===== config.mk =====
export PLATFORM = sky130hd
export DESIGN_NAME = qdl_loader
export DESIGN_NICKNAME = d
export VERILOG_FILES = /design/src/qdl_loader.v /design/src/qdl_chan.v
export VERILOG_INCLUDE_DIRS = /design/src /design/src/src
export SDC_FILE = /design/constraint.sdc
export NUM_CORES = 1
export LEC_CHECK = 0
export ABC_AREA = 1
export BUFFER_PORTS_ARGS = -buffer_cell sky130_fd_sc_hd__buf_2
export CORE_MARGIN = 2
export CORE_UTILIZATION = 29
export DETAILED_ROUTE_END_ITERATION = 12
export GPL_TIMING_DRIVEN = 1
export PLACE_DENSITY_LB_ADDON = 0.1
export SKIP_LAST_GASP = 1
export SLEW_MARGIN = 20
export SYNTH_ARGS = -nofsm -noshare
export SYNTH_HDL_FRONTEND = slang
export SYNTH_SLANG_ARGS = --single-unit

===== constraint.sdc =====
create_clock -name core_clk_in -period 8.6 [get_ports core_clk_in]
set_input_delay 1.72 -clock core_clk_in [delete_from_list [all_inputs] [get_ports core_clk_in]]
set_output_delay 1.72 -clock core_clk_in [all_outputs]
set_load 0.03 [all_outputs]

===== src/qdl_defs.vh =====
`ifndef QDL_DEFS_VH
`define QDL_DEFS_VH

// ----------------------------------------------------------------
// frame layout
// ----------------------------------------------------------------
`define QDL_FRAME_W       16
`define QDL_FRAME_CNT_W   5
`define QDL_FRAME_BITS    5'd16
`define QDL_ADDR_HI       15
`define QDL_ADDR_LO       14
`define QDL_RANGE_HI      13
`define QDL_RANGE_LO      12
`define QDL_SAMPLE_HI     11
`define QDL_SAMPLE_W      12
`define QDL_LATCH_W       14

// ----------------------------------------------------------------
// range modes and zero codes
// ----------------------------------------------------------------
`define QDL_RANGE_BIP     2'b00
`define QDL_RANGE_UNI     2'b01
`define QDL_RANGE_RSV_BIT 1
`define QDL_SIGN_BIT      11
`define QDL_BIP_ZERO      12'h800
`define QDL_UNI_ZERO      12'h000

// ----------------------------------------------------------------
// timing
// ----------------------------------------------------------------
`define QDL_WIN_FALLS     2'd2
`define QDL_WIN_ZERO      2'd0
`define QDL_WIN_ONE       2'd1

// ----------------------------------------------------------------
// wishbone register map
// ----------------------------------------------------------------
`define QDL_ADR_W         8
`define QDL_OFF_CTRL      8'h00
`define QDL_OFF_STATUS    8'h04
`define QDL_OFF_CH_A      8'h10
`define QDL_OFF_CH_B      8'h14
`define QDL_OFF_CH_C      8'h18
`define QDL_OFF_CH_D      8'h1c
`define QDL_CTRL_EN_BIT   0
`define QDL_CTRL_LOAD_BIT 1
`define QDL_CTRL_RESET    1'b1
`define QDL_ST_WIN_BIT    8
`define QDL_ST_LOAD_BIT   9
`define QDL_ST_CLR_BIT    10
`define QDL_ST_RSV_BIT    11

`endif


===== src/qdl_loader.v =====
// Local design decisions: register access over Wishbone and the placing of the registers.
`include "qdl_defs.vh"

// Functional notes
// - the serial data bit is shifted in msb first on each serial clock rise.
// - a frame is channel address, range mode, then a twelve-bit sample.
// - address 00, 01, 10, 11 selects channel a, b, c, d.
// - range 00 is bipolar, 01 unipolar, upper bit high is reserved.
// - bipolar samples are two's complement codes.
// - unipolar samples are straight binary codes.
// - after 16 bits a strobe fall copies the frame to the first latch.
// - a first latch holds until the next strobe addressing it.
// - in latch mode a load fall copies all first latches to second.
// - a load fall within two serial clocks of a strobe moves old data.
// - with load held low the addressed channel updates on 2nd clk fall.
// - while clear is low each output shows its range's zero code.
module qdl_loader (
  // clock and reset
  input  wire                        core_clk_in,
  input  wire                        rst_n_in,
  // wishbone slave
  input  wire                        wb_cyc_in,
  input  wire                        wb_stb_in,
  input  wire                        wb_we_in,
  input  wire [`QDL_ADR_W-1:0]       wb_adr_in,
  input  wire [31:0]                 wb_dat_in,
  input  wire [3:0]                  wb_sel_in,
  output reg  [31:0]                 wb_dat_out,
  output reg                         wb_ack_out,
  // serial pins from the host
  input  wire                        serial_clk_in,
  input  wire                        serial_data_in,
  input  wire                        transfer_strobe_n_in,
  input  wire                        load_n_in,
  input  wire                        zero_outputs_n_in,
  // converter words and range modes, channel a in the low bits
  output wire [4*`QDL_SAMPLE_W-1:0]  chan_word_out,
  output wire [7:0]                  chan_range_out,
  output reg                         range_reserved_out
);

  // ----------------------------------------------------------------
  // reset release
  // ----------------------------------------------------------------
  // two-stage release of the asynchronous reset
  reg rst_meta;
  reg rst_n;

  // release is synchronous so all flops leave reset together
  // assertion stays asynchronous; only the release is timed
  always @(posedge core_clk_in or negedge rst_n_in) begin
    if (!rst_n_in) begin
      rst_meta <= 1'b0;
      rst_n    <= 1'b0;
    end else begin
      rst_meta <= 1'b1;
      rst_n    <= rst_meta;
    end
  end

  // ----------------------------------------------------------------
  // pin synchronisers
  // ----------------------------------------------------------------
  // synchronised pin levels and the edges found on them
  reg [4:0] pin_meta;
  reg [4:0] pin_sync;
  reg [4:0] pin_last;
  wire      sclk_rise;
  wire      sclk_fall;
  wire      strobe_fall;
  wire      load_fall;
  wire      load_low;
  wire      clear_low;
  wire      data_bit;

  // strobes idle high; meta only feeds sync
  // reset matches idle pins so no false edge follows reset
  always @(posedge core_clk_in or negedge rst_n) begin
    if (!rst_n) begin
      pin_meta <= 5'h1c;
      pin_sync <= 5'h1c;
      pin_last <= 5'h1c;
    end else begin
      pin_meta <= {zero_outputs_n_in, load_n_in, transfer_strobe_n_in,
                   serial_data_in, serial_clk_in};
      pin_sync <= pin_meta;
      pin_last <= pin_sync;
    end
  end

  // edges come from synced copies; raw pins never reach logic
  assign sclk_rise   = pin_sync[0] & ~pin_last[0];
  assign sclk_fall   = ~pin_sync[0] & pin_last[0];
  assign data_bit    = pin_sync[1];
  assign strobe_fall = ~pin_sync[2] & pin_last[2];
  assign load_fall   = ~pin_sync[3] & pin_last[3];
  assign load_low    = ~pin_sync[3];
  assign clear_low   = ~pin_sync[4];

  // ----------------------------------------------------------------
  // control register
  // ----------------------------------------------------------------
  // software control bits
  reg  serial_en;
  reg  sw_load;
  wire bus_req;
  wire bus_wr;

  // only lane 0 carries control bits
  assign bus_req = wb_cyc_in & wb_stb_in;
  // a write lands on the edge where the master sees ack
  assign bus_wr  = bus_req & wb_we_in & wb_ack_out & wb_sel_in[0];

  // enable gates the shifter; load bit is a self-clearing pulse
  always @(posedge core_clk_in or negedge rst_n) begin
    if (!rst_n) begin
      serial_en <= `QDL_CTRL_RESET;
      sw_load   <= 1'b0;
    end else begin
      sw_load <= 1'b0;
      // a write of zero to the load bit does nothing
      if (bus_wr && wb_adr_in == `QDL_OFF_CTRL) begin
        serial_en <= wb_dat_in[`QDL_CTRL_EN_BIT];
        sw_load   <= wb_dat_in[`QDL_CTRL_LOAD_BIT];
      end
    end
  end

  // ----------------------------------------------------------------
  // shift register and bit count
  // ----------------------------------------------------------------
  // shifter state
  reg  [`QDL_FRAME_W-1:0]     shreg;
  reg  [`QDL_FRAME_CNT_W-1:0] bit_cnt;
  wire                        frame_full;
  wire                        capture;

  assign frame_full = (bit_cnt == `QDL_FRAME_BITS);
  // a short frame is dropped rather than latched half-shifted
  assign capture    = strobe_fall & frame_full;

  // count saturates so extra clocks keep the last 16 bits
  always @(posedge core_clk_in or negedge rst_n) begin
    if (!rst_n) begin
      shreg   <= {`QDL_FRAME_W{1'b0}};
      bit_cnt <= {`QDL_FRAME_CNT_W{1'b0}};
    end else begin
      // shifting ignores the strobe; late bits slide the frame on
      if (sclk_rise && serial_en)
        shreg <= {shreg[`QDL_FRAME_W-2:0], data_bit};
      if (strobe_fall)
        bit_cnt <= {`QDL_FRAME_CNT_W{1'b0}};
      else if (sclk_rise && serial_en && !frame_full)
        bit_cnt <= bit_cnt + 1'b1;
    end
  end

  // ----------------------------------------------------------------
  // frame decode
  // ----------------------------------------------------------------
  // fields of the frame now in the shifter
  wire [1:0]                 frame_addr;
  wire [1:0]                 frame_range;
  wire [`QDL_LATCH_W-1:0]    frame_latch;

  // slices follow the shifter; only a capture makes them count
  assign frame_addr  = shreg[`QDL_ADDR_HI:`QDL_ADDR_LO];
  assign frame_range = shreg[`QDL_RANGE_HI:`QDL_RANGE_LO];
  assign frame_latch = shreg[`QDL_LATCH_W-1:0];

  // reserved range is accepted but flagged; it converts as unipolar
  always @(posedge core_clk_in or negedge rst_n) begin
    if (!rst_n)
      range_reserved_out <= 1'b0;
    else if (capture)
      range_reserved_out <= frame_range[`QDL_RANGE_RSV_BIT];
  end

  // ----------------------------------------------------------------
  // strobe window and second-latch updates
  // ----------------------------------------------------------------
  // window state for the two-fall delay after a strobe
  reg  [1:0] win_cnt;
  reg        win_act;
  reg  [1:0] last_addr;
  reg        load_one;
  wire       load_all;

  // window counts serial clock falls after an accepted strobe
  always @(posedge core_clk_in or negedge rst_n) begin
    if (!rst_n) begin
      win_cnt   <= `QDL_WIN_ZERO;
      win_act   <= 1'b0;
      last_addr <= 2'b00;
      load_one  <= 1'b0;
    end else begin
      load_one <= 1'b0;
      // a new strobe inside the window restarts it; prev stays frozen
      if (capture) begin
        win_cnt   <= `QDL_WIN_ZERO;
        win_act   <= 1'b1;
        last_addr <= frame_addr;
      end else if (win_act && sclk_fall) begin
        win_cnt <= win_cnt + 1'b1;
        // transparent load only if the pin is still low at this fall
        if (win_cnt == `QDL_WIN_ONE) begin
          win_act  <= 1'b0;
          load_one <= load_low;
        end
      end
    end
  end

  // all-channel load from the pin or from software
  assign load_all = load_fall | sw_load;

  // ----------------------------------------------------------------
  // channel latches
  // ----------------------------------------------------------------
  // latch contents of all channels, channel a lowest
  wire [4*`QDL_LATCH_W-1:0] first_bus;
  wire [4*`QDL_LATCH_W-1:0] second_bus;

  // four identical channels; only select and load terms differ
  genvar ch;
  generate
    for (ch = 0; ch < 4; ch = ch + 1) begin : g_chan
      wire cap_ch;
      wire load_ch;
      // strobe and load terms of this channel
      assign cap_ch  = capture & (frame_addr == ch);
      assign load_ch = load_all |
                       (load_one & (last_addr == ch));
      qdl_chan u_chan (
        .clk_in       (core_clk_in),
        .rst_n_in     (rst_n),
        .capture_in   (cap_ch),
        .frame_in     (frame_latch),
        .hold_prev_in (win_act),
        .load_in      (load_ch),
        .use_prev_in  (win_act & ~load_one),
        .clear_in     (clear_low),
        .first_out    (first_bus[ch*`QDL_LATCH_W +: `QDL_LATCH_W]),
        .second_out   (second_bus[ch*`QDL_LATCH_W +: `QDL_LATCH_W]),
        .word_out     (chan_word_out[ch*`QDL_SAMPLE_W +: `QDL_SAMPLE_W])
      );
      // range field of the second latch
      assign chan_range_out[ch*2 +: 2] =
        second_bus[ch*`QDL_LATCH_W+`QDL_SAMPLE_W +: 2];
    end
  endgenerate

  // ----------------------------------------------------------------
  // wishbone read and ack
  // ----------------------------------------------------------------
  // read mux state
  reg [31:0] next_rdata;
  reg [1:0]  rd_ch;

  // unmapped offsets read zero and still ack
  always @* begin
    next_rdata = 32'h0000_0000;
    rd_ch      = wb_adr_in[3:2];
    case (wb_adr_in)
      `QDL_OFF_CTRL: begin
        next_rdata[`QDL_CTRL_EN_BIT] = serial_en;
      end
      `QDL_OFF_STATUS: begin
        // bit count, window and reserved flags, and live load and clear pin levels
        next_rdata[`QDL_FRAME_CNT_W-1:0] = bit_cnt;
        next_rdata[`QDL_ST_WIN_BIT]      = win_act;
        next_rdata[`QDL_ST_LOAD_BIT]     = load_low;
        next_rdata[`QDL_ST_CLR_BIT]      = clear_low;
        next_rdata[`QDL_ST_RSV_BIT]      = range_reserved_out;
      end
      `QDL_OFF_CH_A, `QDL_OFF_CH_B, `QDL_OFF_CH_C, `QDL_OFF_CH_D: begin
        // second latch low half, first latch high half
        next_rdata[`QDL_LATCH_W-1:0] =
          second_bus[rd_ch*`QDL_LATCH_W +: `QDL_LATCH_W];
        next_rdata[16 +: `QDL_LATCH_W] =
          first_bus[rd_ch*`QDL_LATCH_W +: `QDL_LATCH_W];
      end
      default: begin
        next_rdata = 32'h0000_0000;
      end
    endcase
  end

  // one wait state; ack drops the cycle after it was given
  // a master holding stb past ack gets a fresh ack every other cycle
  always @(posedge core_clk_in or negedge rst_n) begin
    if (!rst_n) begin
      wb_ack_out <= 1'b0;
      wb_dat_out <= 32'h0000_0000;
    end else begin
      wb_ack_out <= bus_req & ~wb_ack_out;
      if (bus_req && !wb_ack_out)
        wb_dat_out <= next_rdata;
    end
  end

endmodule


===== src/qdl_chan.v =====
`include "qdl_defs.vh"

// first latch, previous copy and second latch of one channel
module qdl_chan (
  // clock and reset
  input  wire                        clk_in,
  input  wire                        rst_n_in,
  // latch controls
  input  wire                        capture_in,
  input  wire [`QDL_LATCH_W-1:0]     frame_in,
  input  wire                        hold_prev_in,
  input  wire                        load_in,
  input  wire                        use_prev_in,
  input  wire                        clear_in,
  // latch contents and converter word
  output reg  [`QDL_LATCH_W-1:0]     first_out,
  output reg  [`QDL_LATCH_W-1:0]     second_out,
  output reg  [`QDL_SAMPLE_W-1:0]    word_out
);

  reg  [`QDL_LATCH_W-1:0]  prev;
  wire [1:0]               range;
  wire [`QDL_SAMPLE_W-1:0] sample;
  reg  [`QDL_SAMPLE_W-1:0] next_word;

  assign range  = second_out[`QDL_RANGE_HI-`QDL_RANGE_LO+
                  `QDL_SAMPLE_W:`QDL_SAMPLE_W];
  assign sample = second_out[`QDL_SAMPLE_W-1:0];

  // converter word: offset binary for bipolar, straight for unipolar
  always @* begin
    if (clear_in) begin
      if (range == `QDL_RANGE_BIP)
        next_word = `QDL_BIP_ZERO;
      else
        next_word = `QDL_UNI_ZERO;
    end else if (range == `QDL_RANGE_BIP) begin
      next_word = {~sample[`QDL_SIGN_BIT],
                   sample[`QDL_SIGN_BIT-1:0]};
    end else begin
      next_word = sample;
    end
  end

  // latch pair; prev freezes while the strobe window is open
  always @(posedge clk_in or negedge rst_n_in) begin
    if (!rst_n_in) begin
      first_out  <= {`QDL_LATCH_W{1'b0}};
      prev       <= {`QDL_LATCH_W{1'b0}};
      second_out <= {`QDL_LATCH_W{1'b0}};
      word_out   <= `QDL_BIP_ZERO;
    end else begin
      if (capture_in)
        first_out <= frame_in;
      if (!hold_prev_in)
        prev <= first_out;
      if (load_in)
        second_out <= use_prev_in ? prev : first_out;
      word_out <= next_word;
    end
  end

endmodule


==> results of run 1 <==
[placed cells by master (no fill, tap or decap), drive strengths merged, types with 13 or more instances in the layout]
| cell | count |
|---|---|
| clkbuf | 51 |
| inv | 202 |
| nand2 | 524 |
| o21ai | 254 |
| dfstp | 13 |
| nor2 | 23 |
| nand3 | 21 |
| buf | 120 |
| dfrtp | 277 |
| a22oi | 18 |
[area by class of cell]
type,count,area (sq um)
Fill cell,4543,28300
Sequential cell,290,7280
Multi-Input combinational cell,882,4050
Clock buffer,51,1040
Inverter,203,762
Tap cell,546,683
Timing Repair Buffer,120,636
Clock inverter,12,85.1
[cells by family (layout without fill, tap and decap cells)]
kind of cell    after synthesis  after routing  share of synthesized area [%]
simple gates                580            580                           18.7
flops                       290            290                           58.2
compound gates              286            286                           12.6
buf+inv                     276            386                           9.51
xor+xnor                      8              8                          0.561
fa+ha+maj                     3              3                          0.300
other cells                   2              5                         0.0601
[registers in the layout (all words and copies together) (netlist names)]
signal	flops
win_act	1
pin_meta	5
g_chan.u_chan.word_out	48
sw_load	1
range_reserved_out	1
wb_ack_out	1
rst_meta	1
pin_last	3
bit_cnt	5
g_chan.u_chan.first_out	56
serial_en	1
load_one	1
pin_sync	5
last_addr	2
rst_n	1
shreg	16
wb_dat_out	28
win_cnt	2
g_chan.u_chan.prev	56
g_chan.u_chan.second_out	56
[power groups by stage]
stage                     clock (mW)  combinational (mW)  sequential [mW]
final                           1.45               0.109             1.40
after global routing            1.56               0.123             1.41
after CTS                       1.50               0.112             1.40
after detailed placement           0               0.111             1.43
after global placement             0               0.112             1.43
after floorplan                    0              0.0613             1.44
[critical path, cell delays in order]
cell	delay (ps)
buf_2	190
inv_1	400
nand2_2	270
inv_2	440
a22oi_1	160
nand2_1	170
nand2_1	80
nand2_1	70
[metrics by stage]
stage | instances | total power [mW]
after floorplan | 1448 | 1.50
after global placement | 2041 | 1.54
after detailed placement | 2041 | 1.54
after CTS | 2104 | 3.02
after global routing | 2104 | 3.09
final | 2104 | 2.97
[layer usage]
metal / global-route usage, % / part of all wire, % / vias up
met5: 0 / 0 / -
met4: 4.66 / 2.2 / 0
met3: 3.16 / 4.3 / 55
met2: 25.5 / 44 / 174
met1: 24.8 / 50 / 4529
li1: - / - / 4654
[worst paths after layout]
kind / startpoint / end / slack, ps / cells past startpoint
max: wb_adr_in[3] / wb_dat_out[25] / 5550 / 8
min: rst_meta / rst_n / 350 / 0
max reg2reg: win_act / g_chan[3].u_chan.second_out[4] / 5960 / 5
min reg2reg: rst_meta / rst_n / 350 / 0
max in group asynchronous: rst_n / g_chan[2].u_chan.prev[11] / 6740 / 1
min in group asynchronous: rst_n / wb_dat_out[21] / 430 / 0
==> metrics.cfg, run 1 <==
[power]
netSwitchingPower_uw=694
pwr-share-comb_pct=3.7
p_seq_share_pct=47.3
power.density_nw_per_um2=204
internal-power_mw=2.27
leakagePower_nw=7.31
peakVddDrop_uv=99.9
clkPwrFrac_pct=49.0
switching_share_pct=23.4

[clock_tree]
cts_root_buf=clkbuf_16
cts_tree=built
cts_setup_buffers=0
clk_latency_ps=520
cts-buffers-inserted=35
clk_pin_slew_ps=50
ctsLongestPathBuffers=3
clock_sinks=290
cts_resized=0
clock_tree.htree_level_count=2
hold_buffers=0

[setup_path]
start_kind=primary input
worstSetupEndpointType=register
path_max_fanout=15
required_ps=9050
critPathArrivalTime_ps=3500
crit_type=primary input to register

[synthesis]
ys_top_cells_by_count=nand2_1, dfrtp_1, inv_1, o21ai_1, o21ai_0
synth_area_sq_um=12500
synth_ff_type=dfrtp_1
synth-edff-count=0
synth_top_area_cell=dfrtp_1
ys_async_sr_fraction_pct=100
syn-instance-count=1445
yosysUniqueCellTypes=35
synth_area_per_cell_sq_um=8.65
yosysSeqAreaShare_pct=58.2
synth_top_area_share_pct=55.4
yosysMostFrequentCell=nand2_1
synth_area_leaders=dfrtp_1, nand2_1, o21ai_1
ys_warn_count=0
ys_seq_elements=290

[sta]
rsz0062_at_grt=no
tightest_slew_ps=1070
max_freq_mhz=328
finalSetupViolCount=0
slew_violations=0
whs_ps=347
fin_ws_ps=5550
finalHoldViolations=0
post-route-period-util_pct=35.4
finalCriticalPeriod_ps=3050
tns_ps=0
relSlewSlack_pct=28.8
fin_skew_ps=12.6

[grt]
grt_max_degree=105
grt_pass1_wl_microns=57200
overflow=0
track_usage_pct=16.9
grt_pass1_vias=9171
antenna_found_initial=0

[die]
dieHeight_microns=212
ios=144
fp.dieW_microns=212
start_util_pct=29.2
design.core.area_sq_um=42800
die_area_sq_um=44800
row_count=76

[hold_path]
hold_path_class=register to register

[finish]
area_growth_syn_to_layout_pct=16.3
final_util_pct=34.0
fin_nets=1589
drive_gt1_share_pct=14.8
design_area_sq_um=14500
num_antenna_cells=0

[placed_design]
portBuffers=106
place_ws_ps=4990
post-dp-hpwl_microns=24100
dpl_cell_area_sq_um=13400
gp_congestion=0.763

[detailed_routing]
via_count=9412
drtIter0Drc=675
ant_nets=0
wl_microns=36700
vias_per_cell=4.47
detail_route.first_pass.iterations=5
wl_per_cell_microns=17.4
drc_errors=0

[run_status]
run_status=finished clean

[run]
cap_viol_max_count=0

(Power assumes the default switching activity.)
==> run 2, diff against run 1 <==
ABC_AREA = 0   (was 1)
clock period = 3.2 ns   (was 8.6 ns; I/O delays follow)
==> run 2 against run 1 <==
Effect of this change: clock power rose to 2.7 times the previous value; cell count shrank 30%; clock skew is 2.4 ps lower; via count fell by 27%; sequential share of layout area about the same; final area about the same; largest power group unchanged.
==> metrics.cfg, run 2 <==
[setup_path]
path_max_fanout=8  ; -7
worstSetupEndpointType=register
required_ps=3590  ; -5460 ps
cpMostUsedCell=buf_4
critPathArrivalTime_ps=2760  ; -740 ps
r2r_start=bit_cnt[0]
cpMaxStageDelayCell=dfrtp_1
crit_start=bit_cnt[0]
slowest_delay_ps=440  ; about the same
path_cells=inv_1 -> ha_1 -> nor4bb_1 -> buf_4 -> nand4b_2 -> buf_4 -> mux2_2
crit_type=register to register
start_kind=register

[die]
die_area_sq_um=43800  ; -2.2%
dieHeight_microns=209  ; -1.1%
row_count=75  ; -1.3%
start_util_pct=29.3  ; +0.054 points
design.core.area_sq_um=41800  ; -2.4%
ios=144  ; unchanged
fp.dieW_microns=209  ; -1.1%

[sta]
fin_skew_ps=10.2  ; -2.40 ps
relSlewSlack_pct=39.3  ; +11 points
max_freq_mhz=422
post-route-period-util_pct=74.0
rsz0062_at_grt=no
finalHoldViolations=0  ; unchanged
tns_ps=0  ; unchanged
tightest_slew_ps=911  ; -158 ps
slew_violations=0  ; unchanged
finalCriticalPeriod_ps=2370
finalSetupViolCount=0  ; unchanged

[clock_tree]
clock_tree.htree_level_count=2  ; unchanged
cts_resized=0  ; unchanged
cts_tree=built
cts_root_buf=clkbuf_16
clk_pin_slew_ps=60  ; about the same
ctsLongestPathBuffers=3  ; unchanged
clk_latency_ps=510  ; about the same
cts_setup_buffers=0  ; unchanged
cts-buffers-inserted=36  ; +2.9%
clock_sinks=290  ; unchanged

[synthesis]
synth_top_area_cell=dfrtp_1
ys_async_sr_fraction_pct=100  ; unchanged
synth_area_per_cell_sq_um=15.3  ; +77%
synth_area_leaders=dfrtp_1, mux2_2, mux4_2
ys_top_cells_by_count=dfrtp_1, mux2_2, and2_1, mux4_2, a22o_1
syn-instance-count=800  ; -45%
yosysSeqAreaShare_pct=59.5  ; +1.3 points
synth_area_sq_um=12200  ; -2.2%
ys_seq_elements=290  ; unchanged
synth_ff_type=dfrtp_1
synth-edff-count=0  ; unchanged
yosysMostFrequentCell=dfrtp_1
yosysUniqueCellTypes=55  ; +57%
synth_top_area_share_pct=56.7  ; +1.3 points
ys_warn_count=0  ; unchanged

[grt]
overflow=0  ; unchanged
grt_max_degree=78  ; -26%
antenna_found_initial=0  ; unchanged
grt_pass1_wl_microns=50000  ; -13%
grt_pass1_vias=7402  ; -19%
track_usage_pct=15.3  ; -1.6 points

[hold_path]
hold_start=zero_outputs_n_in
hold_path_class=primary input to register

[power]
leakagePower_nw=7.30  ; -0.21%
peakVddDrop_uv=282  ; +180%
power.density_nw_per_um2=538  ; +160%
p_total_mw=7.83  ; +160%

[finish]
area_growth_syn_to_layout_pct=19.0
fin_nets=977  ; -39%
layout_common_cells=dfrtp_1, mux2_2, buf_2
drive_gt1_share_pct=51.8  ; +37 points
num_antenna_cells=0  ; unchanged
reg_top3=g_chan.u_chan.first_out x56, g_chan.u_chan.prev x56, g_chan.u_chan.second_out x56
final_util_pct=34.8  ; +0.87 points
design_area_sq_um=14500  ; about the same
layout_commonest_cell=dfrtp_1

[detailed_routing]
drc_errors=0  ; unchanged
wl_microns=32400  ; -12%
detail_route.first_pass.iterations=6  ; +1
dr_wl_met2_microns=14400  ; -11%
via_count=6894  ; -27%
vias_per_cell=4.65  ; +3.9%
met1_length_microns=16400  ; -10%
ant_nets=0  ; unchanged
wl_met3_microns=1090  ; -31%
wl_per_cell_microns=21.8  ; +25%
routed.top_layer=met4
drtIter0Drc=405  ; -40%

[placed_design]
dpl_cell_area_sq_um=13400  ; about the same
post-dp-hpwl_microns=21200  ; -12%
portBuffers=106  ; unchanged
gp_congestion=0.682  ; -11%

[run]
cap_viol_max_count=0  ; unchanged

[run_status]
run_status=finished clean

-- run 2: stage by stage --
step | cells | setup slack (ps) | hold WS, ps
6_report | 1483 | 830 | 225
5_1_grt | 1483 | 623 | 203
4_1_cts | 1483 | 736 | 200
3_5_place_dp | 1420 | 765 | 335
3_3_place_gp | 1420 | 765 | 335
2_1_floorplan | 803 | 316 | 331
-- run 2: worst max-delay path: cells and delay by family, from the launching register on --
kind / cells / cell delay, ps
buffers and inverters: 3 / 670
and+or+nand+nor: 2 / 660
DFF: 1 / 440
muxes: 1 / 280
adders and majority gates: 1 / 180
-- run 2: layout make-up --
class,instances,area [sq um]
multi-input combinational,445,4610
clock inverter,7,66.3
fill,4009,27200
clock buffer,55,1060
tap,539,674
inverter,13,48.8
timing repair buffer,134,806
sequential,290,7280
-- run 2: cells by family after synthesis --
| logic type | synth area share (%) |
|---|---|
| other cells | 0.0614 |
| xor+xnor | 0.358 |
| mux | 27.6 |
| flops | 59.5 |
| buf+inv | 2.96 |
| simple gates | 5.99 |
| compound gates | 3.25 |
| fa+ha+maj | 0.307 |
-- run 2: layer usage --
metal	up-vias	track usage, %
met3	41	2.42
li1	3131	-
met4	0	3.62
met1	3604	23.0
met5	-	0
met2	118	23.2
-- run 2: final timing paths --
check | cells after the start | to | slack [ps]
max | 7 | g_chan[2].u_chan.first_out[8] | 830
min | 1 | pin_meta[4] | 230
max reg2reg | 7 | g_chan[2].u_chan.first_out[8] | 830
min reg2reg | 0 | shreg[1] | 350
max in group asynchronous | 1 | pin_sync[3] | 2000
min in group asynchronous | 0 | shreg[1] | 350
-- run 2: power by group --
group / total (mW) / leakage, nW / internal [mW] / switching [mW]
clock network: 3.91 / 0.553 / 2.36 / 1.55
registers: 3.71 / 3.99 / 3.68 / 0.0250
logic: 0.210 / 2.75 / 0.0601 / 0.150
-- run 2: timing repair --
item                                    in CTS  in global routing
hold buffers                                 1                  0
endpoints found under the setup margin       0                  0
hold endpoints to repair                     2                  0
